==> config.mk <==
export PLATFORM = sky130hd
export DESIGN_NAME = ipqm_bank
export DESIGN_NICKNAME = d
export VERILOG_FILES = /design/src/design/ipqm_pkg.sv /design/src/design/ipqm_bank.sv
export SDC_FILE = /design/constraint.sdc
export NUM_CORES = 1
export LEC_CHECK = 0
export ABC_AREA = 1
export BUFFER_PORTS_ARGS = -buffer_cell sky130_fd_sc_hd__buf_2
export CORE_UTILIZATION = 30
export CTS_CLUSTER_DIAMETER = 200
export DETAILED_ROUTE_END_ITERATION = 8
export GPL_TIMING_DRIVEN = 1
export HOLD_SLACK_MARGIN = 0.08
export SYNTH_ARGS = -nofsm -noshare
export SYNTH_HDL_FRONTEND = slang
export SYNTH_SLANG_ARGS = --single-unit
==> constraint.sdc <==
create_clock -name mclk -period 2.3 [get_ports mclk]
set_clock_uncertainty 0.15 [all_clocks]
set_input_delay 0.345 -clock mclk [delete_from_list [all_inputs] [get_ports mclk]]
set_output_delay 0.345 -clock mclk [all_outputs]
set_load 0.01 [all_outputs]
==> src/design/ipqm_pkg.sv <==
// package: register map, field layout and carrier types for the ip protocol / codepoint queue bank
package ipqm_pkg;

  // register indices as printed; byte address is four times the index
  localparam logic [7:0] IDX_PAIR_A   = 8'h68;
  localparam logic [7:0] IDX_PAIR_B   = 8'h6B;
  localparam logic [7:0] IDX_PAIR_C   = 8'h69;
  localparam logic [7:0] IDX_PAIR_D   = 8'h6A;
  localparam logic [7:0] IDX_MAP_LOW  = 8'h6C;
  localparam logic [7:0] IDX_MAP_NEXT = 8'h6D;

  localparam int         NUM_REGS     = 6;
  localparam int         NUM_PAIRS    = 4;
  localparam int         NUM_FILTERS  = 8;
  localparam int         ADDR_W       = 10;
  localparam int         REG_W        = 16;

  // slots of the register array
  localparam logic [2:0] SLOT_PAIR_A   = 3'h0;
  localparam logic [2:0] SLOT_PAIR_B   = 3'h1;
  localparam logic [2:0] SLOT_PAIR_C   = 3'h2;
  localparam logic [2:0] SLOT_PAIR_D   = 3'h3;
  localparam logic [2:0] SLOT_MAP_LOW  = 3'h4;
  localparam logic [2:0] SLOT_MAP_NEXT = 3'h5;

  // field positions
  localparam int         ODD_LSB      = 8;
  localparam int         EVEN_LSB     = 0;
  localparam int         PROTO_W      = 8;
  localparam int         QUEUE_W      = 2;
  localparam int         CODEPOINT_W  = 6;

  // reset values
  localparam logic [15:0] RST_PAIR    = 16'h0000;
  localparam logic [15:0] RST_MAP     = 16'h0000;

  // avalon response codes
  localparam logic [1:0] RESP_OKAY    = 2'h0;
  localparam logic [1:0] RESP_DECERR  = 2'h3;

  typedef struct packed {
    logic                    frame_valid;
    logic                    is_ip;
    logic [PROTO_W-1:0]      proto;
    logic [CODEPOINT_W-1:0]  codepoint;
  } ipqm_frame_t;

  typedef struct packed {
    logic                    valid;
    logic [NUM_FILTERS-1:0]  proto_match;
    logic                    queue_hit;
    logic [QUEUE_W-1:0]      queue;
  } ipqm_result_t;

endpackage

==> src/design/ipqm_bank.sv <==
// module: protocol filter values and codepoint-to-queue map with avalon-mm slave
// Notes on behaviour
// - bits 15:8 of each protocol pair hold the read/write value for filters 1, 3, 5 and 7.
// - bits 7:0 of each protocol pair hold the read/write value for filters 0, 2, 4 and 6.
// - an ip frame's codepoint bits 3:0 index the map when bits 5:4 are zero, and the indexed field is its queue.
// - a 2-bit map field names its queue directly, 00 to queue 0 through 11 to queue 3.
// - the map at 6C holds codepoints 000000 to 000111, codepoint n in bits 2n+1:2n.
// - the map at 6D holds codepoints 001000 to 001111 in successive 2-bit fields.
// - both map registers reset to zero so every covered codepoint goes to queue 0.
// - protocol pairs are 16-bit registers, all four resetting to zero, 5/4 at 69 and 7/6 at 6A.
`timescale 1ns/1ps
`default_nettype none

module ipqm_bank (
  // clock and reset
  input  wire logic                       mclk,
  input  wire logic                       reset_n,
  // avalon-mm slave
  input  wire logic [ipqm_pkg::ADDR_W-1:0] avs_address,
  input  wire logic                       avs_read,
  input  wire logic                       avs_write,
  input  wire logic [31:0]                avs_writedata,
  input  wire logic [3:0]                 avs_byteenable,
  output logic      [31:0]                avs_readdata,
  output logic                            avs_waitrequest,
  output logic      [1:0]                 avs_response,
  // classifier side
  input  wire ipqm_pkg::ipqm_frame_t      frame_in,
  output var ipqm_pkg::ipqm_result_t      result_out
);

  localparam int FIELDS_PER_MAP = ipqm_pkg::REG_W / ipqm_pkg::QUEUE_W;
  localparam int NUM_CP         = 2 * FIELDS_PER_MAP;

  // register storage, one word per slot
  logic [ipqm_pkg::REG_W-1:0]       regs_r [ipqm_pkg::NUM_REGS];

  // bus handshake
  logic                             ack_r;
  logic [31:0]                      rdata_r;
  logic [1:0]                       resp_r;
  logic                             req;
  logic                             first_cycle;
  logic                             hit;
  logic [2:0]                       slot;
  logic [ipqm_pkg::NUM_REGS-1:0]    wr_sel;
  logic                             wr_hi_lane;
  logic                             wr_lo_lane;
  logic [31:0]                      rdata_nxt;
  logic [1:0]                       resp_nxt;

  // classifier
  ipqm_pkg::ipqm_result_t           result_r;
  ipqm_pkg::ipqm_result_t           result_nxt;
  logic                             frame_is_ip;
  logic                             cp_in_range;
  logic [ipqm_pkg::NUM_FILTERS-1:0] filter_eq;
  logic [ipqm_pkg::PROTO_W-1:0]     odd_filter_proto_value [ipqm_pkg::NUM_PAIRS];
  logic [ipqm_pkg::PROTO_W-1:0]     even_filter_proto_value [ipqm_pkg::NUM_PAIRS];
  logic [ipqm_pkg::PROTO_W-1:0]     filter_value [ipqm_pkg::NUM_FILTERS];
  logic [ipqm_pkg::QUEUE_W-1:0]     cp_queue [NUM_CP];

  // named views of the registers
  logic [ipqm_pkg::REG_W-1:0]       ip_proto_match_pair_a;
  logic [ipqm_pkg::REG_W-1:0]       ip_proto_match_pair_b;
  logic [ipqm_pkg::REG_W-1:0]       ip_proto_match_pair_c;
  logic [ipqm_pkg::REG_W-1:0]       ip_proto_match_pair_d;
  logic [ipqm_pkg::REG_W-1:0]       codepoint_queue_map_low;
  logic [ipqm_pkg::REG_W-1:0]       codepoint_queue_map_next;

  // named views of the map fields
  logic [ipqm_pkg::QUEUE_W-1:0]     queue_for_codepoint_00;
  logic [ipqm_pkg::QUEUE_W-1:0]     queue_for_codepoint_01;
  logic [ipqm_pkg::QUEUE_W-1:0]     queue_for_codepoint_02;
  logic [ipqm_pkg::QUEUE_W-1:0]     queue_for_codepoint_03;
  logic [ipqm_pkg::QUEUE_W-1:0]     queue_for_codepoint_04;
  logic [ipqm_pkg::QUEUE_W-1:0]     queue_for_codepoint_05;
  logic [ipqm_pkg::QUEUE_W-1:0]     queue_for_codepoint_06;
  logic [ipqm_pkg::QUEUE_W-1:0]     queue_for_codepoint_07;
  logic [ipqm_pkg::QUEUE_W-1:0]     queue_for_codepoint_08;
  logic [ipqm_pkg::QUEUE_W-1:0]     queue_for_codepoint_09;
  logic [ipqm_pkg::QUEUE_W-1:0]     queue_for_codepoint_10;
  logic [ipqm_pkg::QUEUE_W-1:0]     queue_for_codepoint_11;
  logic [ipqm_pkg::QUEUE_W-1:0]     queue_for_codepoint_12;
  logic [ipqm_pkg::QUEUE_W-1:0]     queue_for_codepoint_13;
  logic [ipqm_pkg::QUEUE_W-1:0]     queue_for_codepoint_14;
  logic [ipqm_pkg::QUEUE_W-1:0]     queue_for_codepoint_15;

  // address decode: slot and hit for a byte address
  function automatic logic [3:0] decode(input logic [ipqm_pkg::ADDR_W-1:0] a);
    logic [7:0] idx;
    logic [3:0] r;
    idx = a[ipqm_pkg::ADDR_W-1:2];
    r   = 4'h0;
    // misaligned addresses never hit
    if (a[1:0] == 2'h0) begin
      case (idx)
        ipqm_pkg::IDX_PAIR_A: begin
          r = {1'b1, ipqm_pkg::SLOT_PAIR_A};
        end
        ipqm_pkg::IDX_PAIR_B: begin
          r = {1'b1, ipqm_pkg::SLOT_PAIR_B};
        end
        ipqm_pkg::IDX_PAIR_C: begin
          r = {1'b1, ipqm_pkg::SLOT_PAIR_C};
        end
        ipqm_pkg::IDX_PAIR_D: begin
          r = {1'b1, ipqm_pkg::SLOT_PAIR_D};
        end
        ipqm_pkg::IDX_MAP_LOW: begin
          r = {1'b1, ipqm_pkg::SLOT_MAP_LOW};
        end
        ipqm_pkg::IDX_MAP_NEXT: begin
          r = {1'b1, ipqm_pkg::SLOT_MAP_NEXT};
        end
        default: begin
          r = 4'h0;
        end
      endcase
    end
    return r;
  endfunction

  assign req             = avs_read | avs_write;
  assign first_cycle     = req & ~ack_r;
  assign {hit, slot}     = decode(avs_address);
  // one wait cycle, then answer
  assign avs_waitrequest = first_cycle;
  assign avs_readdata    = rdata_r;
  assign avs_response    = resp_r;
  assign result_out      = result_r;
  // byte lanes above 1 are ignored
  assign wr_hi_lane      = avs_byteenable[1];
  assign wr_lo_lane      = avs_byteenable[0];

  assign ip_proto_match_pair_a    = regs_r[ipqm_pkg::SLOT_PAIR_A];
  assign ip_proto_match_pair_b    = regs_r[ipqm_pkg::SLOT_PAIR_B];
  assign ip_proto_match_pair_c    = regs_r[ipqm_pkg::SLOT_PAIR_C];
  assign ip_proto_match_pair_d    = regs_r[ipqm_pkg::SLOT_PAIR_D];
  assign codepoint_queue_map_low  = regs_r[ipqm_pkg::SLOT_MAP_LOW];
  assign codepoint_queue_map_next = regs_r[ipqm_pkg::SLOT_MAP_NEXT];

  assign queue_for_codepoint_00 = cp_queue[0];
  assign queue_for_codepoint_01 = cp_queue[1];
  assign queue_for_codepoint_02 = cp_queue[2];
  assign queue_for_codepoint_03 = cp_queue[3];
  assign queue_for_codepoint_04 = cp_queue[4];
  assign queue_for_codepoint_05 = cp_queue[5];
  assign queue_for_codepoint_06 = cp_queue[6];
  assign queue_for_codepoint_07 = cp_queue[7];
  assign queue_for_codepoint_08 = cp_queue[8];
  assign queue_for_codepoint_09 = cp_queue[9];
  assign queue_for_codepoint_10 = cp_queue[10];
  assign queue_for_codepoint_11 = cp_queue[11];
  assign queue_for_codepoint_12 = cp_queue[12];
  assign queue_for_codepoint_13 = cp_queue[13];
  assign queue_for_codepoint_14 = cp_queue[14];
  assign queue_for_codepoint_15 = cp_queue[15];

  always_ff @(posedge mclk) begin
    if (!reset_n) begin
      ack_r <= 1'b0;
    end else begin
      ack_r <= first_cycle;
    end
  end

  // read mux over the named views
  always_comb begin
    rdata_nxt = 32'h0000_0000;
    resp_nxt  = hit ? ipqm_pkg::RESP_OKAY : ipqm_pkg::RESP_DECERR;
    if (avs_read && hit) begin
      case (slot)
        ipqm_pkg::SLOT_PAIR_A: begin
          rdata_nxt = {16'h0000, ip_proto_match_pair_a};
        end
        ipqm_pkg::SLOT_PAIR_B: begin
          rdata_nxt = {16'h0000, ip_proto_match_pair_b};
        end
        ipqm_pkg::SLOT_PAIR_C: begin
          rdata_nxt = {16'h0000, ip_proto_match_pair_c};
        end
        ipqm_pkg::SLOT_PAIR_D: begin
          rdata_nxt = {16'h0000, ip_proto_match_pair_d};
        end
        ipqm_pkg::SLOT_MAP_LOW: begin
          rdata_nxt = {16'h0000, codepoint_queue_map_low};
        end
        ipqm_pkg::SLOT_MAP_NEXT: begin
          rdata_nxt = {16'h0000, codepoint_queue_map_next};
        end
        default: begin
          rdata_nxt = 32'h0000_0000;
        end
      endcase
    end
  end

  always_ff @(posedge mclk) begin
    if (!reset_n) begin
      rdata_r <= 32'h0000_0000;
      resp_r  <= ipqm_pkg::RESP_OKAY;
    end else if (first_cycle) begin
      resp_r  <= resp_nxt;
      rdata_r <= rdata_nxt;
    end
  end

  // register writes land at the edge where waitrequest is low
  genvar g;
  generate
    for (g = 0; g < ipqm_pkg::NUM_REGS; g++) begin : g_reg
      localparam logic [15:0] RST = (g < ipqm_pkg::NUM_PAIRS) ? ipqm_pkg::RST_PAIR
                                                             : ipqm_pkg::RST_MAP;
      assign wr_sel[g] = avs_write & ack_r & hit & (slot == 3'(g));
      always_ff @(posedge mclk) begin
        if (!reset_n) begin
          regs_r[g] <= RST;
        end else if (wr_sel[g]) begin
          if (wr_hi_lane) begin
            regs_r[g][15:8] <= avs_writedata[15:8];
          end
          if (wr_lo_lane) begin
            regs_r[g][7:0] <= avs_writedata[7:0];
          end
        end
      end
    end
  endgenerate

  // filter values, two per pair register
  genvar p;
  generate
    for (p = 0; p < ipqm_pkg::NUM_PAIRS; p++) begin : g_pair
      assign odd_filter_proto_value[p] =
        regs_r[p][ipqm_pkg::ODD_LSB +: ipqm_pkg::PROTO_W];
      assign even_filter_proto_value[p] =
        regs_r[p][ipqm_pkg::EVEN_LSB +: ipqm_pkg::PROTO_W];
      assign filter_value[2*p+1] = odd_filter_proto_value[p];
      assign filter_value[2*p]   = even_filter_proto_value[p];
    end
  endgenerate

  genvar k;
  generate
    for (k = 0; k < ipqm_pkg::NUM_FILTERS; k++) begin : g_filter
      assign filter_eq[k] = (filter_value[k] == frame_in.proto);
    end
  endgenerate

  // map fields, eight per map register
  genvar c;
  generate
    for (c = 0; c < NUM_CP; c++) begin : g_cp
      if (c < FIELDS_PER_MAP) begin : g_low
        assign cp_queue[c] =
          codepoint_queue_map_low[ipqm_pkg::QUEUE_W*c +: ipqm_pkg::QUEUE_W];
      end else begin : g_next
        assign cp_queue[c] =
          codepoint_queue_map_next[ipqm_pkg::QUEUE_W*(c-FIELDS_PER_MAP) +: ipqm_pkg::QUEUE_W];
      end
    end
  endgenerate

  assign frame_is_ip = frame_in.frame_valid & frame_in.is_ip;
  // codepoints above 001111 belong to other map registers
  assign cp_in_range = (frame_in.codepoint[5:4] == 2'h0);

  // classifier lookup, registered one cycle after the frame strobe
  always_comb begin
    result_nxt             = '0;
    result_nxt.valid       = frame_in.frame_valid;
    result_nxt.proto_match = {ipqm_pkg::NUM_FILTERS{frame_is_ip}} & filter_eq;
    result_nxt.queue_hit   = frame_is_ip & cp_in_range;
    if (result_nxt.queue_hit) begin
      case (frame_in.codepoint[3:0])
        4'h0: begin
          result_nxt.queue = queue_for_codepoint_00;
        end
        4'h1: begin
          result_nxt.queue = queue_for_codepoint_01;
        end
        4'h2: begin
          result_nxt.queue = queue_for_codepoint_02;
        end
        4'h3: begin
          result_nxt.queue = queue_for_codepoint_03;
        end
        4'h4: begin
          result_nxt.queue = queue_for_codepoint_04;
        end
        4'h5: begin
          result_nxt.queue = queue_for_codepoint_05;
        end
        4'h6: begin
          result_nxt.queue = queue_for_codepoint_06;
        end
        4'h7: begin
          result_nxt.queue = queue_for_codepoint_07;
        end
        4'h8: begin
          result_nxt.queue = queue_for_codepoint_08;
        end
        4'h9: begin
          result_nxt.queue = queue_for_codepoint_09;
        end
        4'hA: begin
          result_nxt.queue = queue_for_codepoint_10;
        end
        4'hB: begin
          result_nxt.queue = queue_for_codepoint_11;
        end
        4'hC: begin
          result_nxt.queue = queue_for_codepoint_12;
        end
        4'hD: begin
          result_nxt.queue = queue_for_codepoint_13;
        end
        4'hE: begin
          result_nxt.queue = queue_for_codepoint_14;
        end
        4'hF: begin
          result_nxt.queue = queue_for_codepoint_15;
        end
        default: begin
          result_nxt.queue = 2'h0;
        end
      endcase
    end
  end

  always_ff @(posedge mclk) begin
    if (!reset_n) begin
      result_r <= '0;
    end else begin
      result_r <= result_nxt;
    end
  end

endmodule

`default_nettype wire

==> metrics.md <==
| Metric | Value |
|---|---|
| Outcome | finished clean |
| I/O pins | 113 |
| Sink Count | 126 |
| FILL cells | 2,293 |
| Post-Syn Area | just under 7000 um^2 |
| Drt first-iter violations | approximately 750 |
| Met2 WL post-DR | a little over 9000 um |
| GRT Total Usage | a little under a fifth |
| Core area | 22,600 um^2 |
| Antenna violations before repair | 0 |
| Syn Inst Count | approximately 810 |
| Mux share of post-synthesis cell area | 0% |
| Final Non-Filler Cells | approximately 1.2k |
| Drt first pass iters | 6 |
| Area of the multi-input gates | approximately 2900 um^2 |
| CTS tree | yes |
| Critical path's top delay family | buffers and inverters |
| Pins over their slew limit | 0 |
| Final WL | between 20,000 and 25,000 um |
| Static leakage | 3.75 nW |
| Hold Crit Class | in -> reg |
| Slew HR | between 60% and 70% |
| Worst-margin pin slew | 572 ps |
| Maximum clock path buffer count | 2 |
| Clock-pin slew on the worst setup and hold paths | 60 ps |
| Antenna fix cells | 0 |
| Fin crit share | between 90% and 100% |
| Wirelength per Cell | about 18 um |
| CP max-delay cell | dlygate4sd3_1 |
| Xor-xnor portion of the synthesized cell area | 3.05% |
| Synth Area in Compound Gates | between 6 and 7% |
| Post-CTS resize count | 0 |
| Total internal power | approximately 0.0042 W |
| Area share of the largest cell type after synthesis | a little over two fifths |
| Synth warn | 0 |
| Tmin final | approximately 2100 ps |
| Worst hold margin | around 110 ps |
| Buf+Inv Stages, Crit Path | 4 |
| Combinational Power Share | approximately 8% |
| # nets final | about 1,000 |
| Post-synthesis sequential area ratio | around half |
| Num CTS Buffers | 17 |
| Switching pwr | 0.00142 W |
| Worst endpoint data arrival time | 2320 ps |
| Post-Synth Simple-Gate Area | a little under a third |
| Crit Path Max Fanout | 4 |
| Area Overhead vs Synth | 24.4% |
| #FFs+latches synth | ~130 |
| Adder-cell share of the synthesized area | 0% |
| CP cell instances | dlygate4sd3_1 -> buf_2 -> nand2_1 -> inv_1 -> nand2_1 -> nor3_1 -> dlygate4sd3_1 |
| Cell variety after synth | 39 |
| Syn Area/Cell | around 8.5 um^2 |
| RSZ-0062 raised after global routing | no |
| Residual antenna-violating net count after detailed routing | 0 |
| Residual DRC count | 0 |
| Post-Place Cells | approximately 1.2k |
| Share of cells above drive strength 1 | between 20% and 30% |
| Final Wtd Congestion | between 0.9 and 1 |
| Post-DR vias/cell | between 5 and 6 |
| Die Y | roughly 150 um |
| Switching Share | between 20 and 30% |
| DRT met1 WL | 9780 um |
| Sequential power share | a little under half |
| Final Hold Fails | 0 |
| Clk pwr share | between 40% and 50% |
| Power Dens Cells | 654 nW/um^2 |
| Main area contributors after synthesis | edfxtp_1 (42%), dfxtp_1 (8.7%), nor2_1 (8.6%) |
| Most area-hungry cell type in the Yosys netlist | edfxtp_1 |
| Crit path largest cell delay | ~600 ps |
| GR Overflow Total | 0 |
| Vias in the first global route | about 6k |
| Die Width | around 150 um |
| FF/Latch Area | 3480 um^2 |
| Initial Util | between 30% and 40% |
| Worst-Skew Late Latency | ~430 ps |
| Via Count | roughly 6.3k |
| Maximum vdd drop | 0.372 mV |
| WP data required | between 2000 and 3000 ps |
| Fmax | roughly 480 MHz |
| Global-route wire length before repair | about 33,000 um |
| Root Buffer | clkbuf_16 |
| CP startpoint kind | primary input |
| CP endpoint kind | register |
| Worst setup path category | in -> reg |
| Largest family of logic cells by synthesized area | simple AND/OR/NAND/NOR gates |
| Post-DP HPWL | between 15,000 and 20,000 um |
| Max-Cap Viols | 0 |
| Die area | ~24,000 um^2 |
| H-Tree Depth | 4 |
| Commonest non-fill, non-tap cells in the layout | nor2_1 (158), nand2_1 (154), edfxtp_1 (96), buf_2 (78), inv_1 (76) |
| DR WL met3 | 1960 um |
| Maximum number of pins on one net before global-route repair | 31 |
| Final setup fails | 0 |
| Rows | 55 |
| Top sig layer | met4 |
| Commonest non-fill, non-tap cell in the layout | nor2_1 |
| Port-buffer cells | just under 80 |
path summary, 6_finish.rpt:
path	from	endpoint	slack, ps	depth (start not counted)
setup / recovery	frame_in[15]	result_out[2]$_SDFF_PN0_	210	7
hold / removal	frame_in[5]	result_out[0]$_SDFF_PN0_	110	4
setup reg to reg	ack_r$_SDFF_PN0_	regs_r[2][13]$_SDFFCE_PN0P_	560	6
hold reg to reg	avs_readdata[11]$_SDFFE_PN0P_	avs_readdata[11]$_SDFFE_PN0P_	310	2
cells in the mapped netlist (all sizes together):
cell and number:
nor3b 1, conb 1, xor2 20, or2 4, a221oi 15, dfxtp 30, nor4 9, nand3 55
o22ai 13, o2111a 1, a2111oi 1, buf 27, edfxtp 96, nor2 165, nor3 3, a31oi 1
and3 1, xnor2 4, clkinv 2, a21oi 20, clkbuf 21, inv 81, nand4 65, a211oi 3
nand2 158, o21ai 10, o21a 7
power groups by stage:
stage	combinational, W	clock [W]	sequential (W)
5_1_grt	0.000500	0.00273	0.00256
6_report	0.000461	0.00259	0.00255
3_5_place_dp	0.000452	0	0.00260
2_1_floorplan	0.000267	0	0.00258
3_3_place_gp	0.000448	0	0.00260
4_1_cts	0.000457	0.00263	0.00255
per-layer routing:
metal	GRT usage, %	vias up
met3	4.88	55
met4	9.24	0
met2	28.6	309
met5	0	-
li1	-	2981
met1	25.6	2911
area by class of cell:
| cell class | count | area share (%) |
|---|---|---|
| Clock buffer | 18 | 5.13 |
| Clock inverter | 14 | 1.58 |
| Inverter | 83 | 3.64 |
| Multi-Input combinational cell | 572 | 33.8 |
| Sequential cell | 126 | 40.7 |
| Tap cell | 285 | 4.16 |
| Timing Repair Buffer | 131 | 11.1 |
through the flow:
step                setup WS [ps]  util [%]  TNS [ps]  total power, W  area, um^2
floorplan                     173         -         0         0.00285        6940
global placement            -72.2      35.2     -2580         0.00304        7950
detailed placement          -87.1      35.2     -5980         0.00305        7950
CTS                           276      38.0         0         0.00564        8570
global route                 98.4      38.0         0         0.00579        8570
finish                        210      38.0         0         0.00560        8570
sequential cells by signal, summed over array words and instances (netlist names):
| register | cells |
|---|---|
| regs_r | 96 |
| ack_r | 1 |
| result_out | 12 |
| avs_response | 1 |
| avs_readdata | 16 |
cells by family after synthesis:
group                  Yosys count
AO/OA/AOI/OAI                   71
XOR/XNOR                        24
buffers and inverters          131
flip-flops                     126
other                            1
AND/OR/NAND/NOR                461
repair_timing:
action,in CTS,in global routing
endpoints found under the setup margin,0,0
hold buffers,4,0
buffers inserted,0,0
hold endpoints to repair,2,0
tightest hold or removal path: cells and delay by family:
family / cells / cell delay (ps)
simple gates: 1 / 70
buf+inv: 1 / 80
compound gates: 2 / 150
Note: power is estimated with default switching activity, not from simulation.
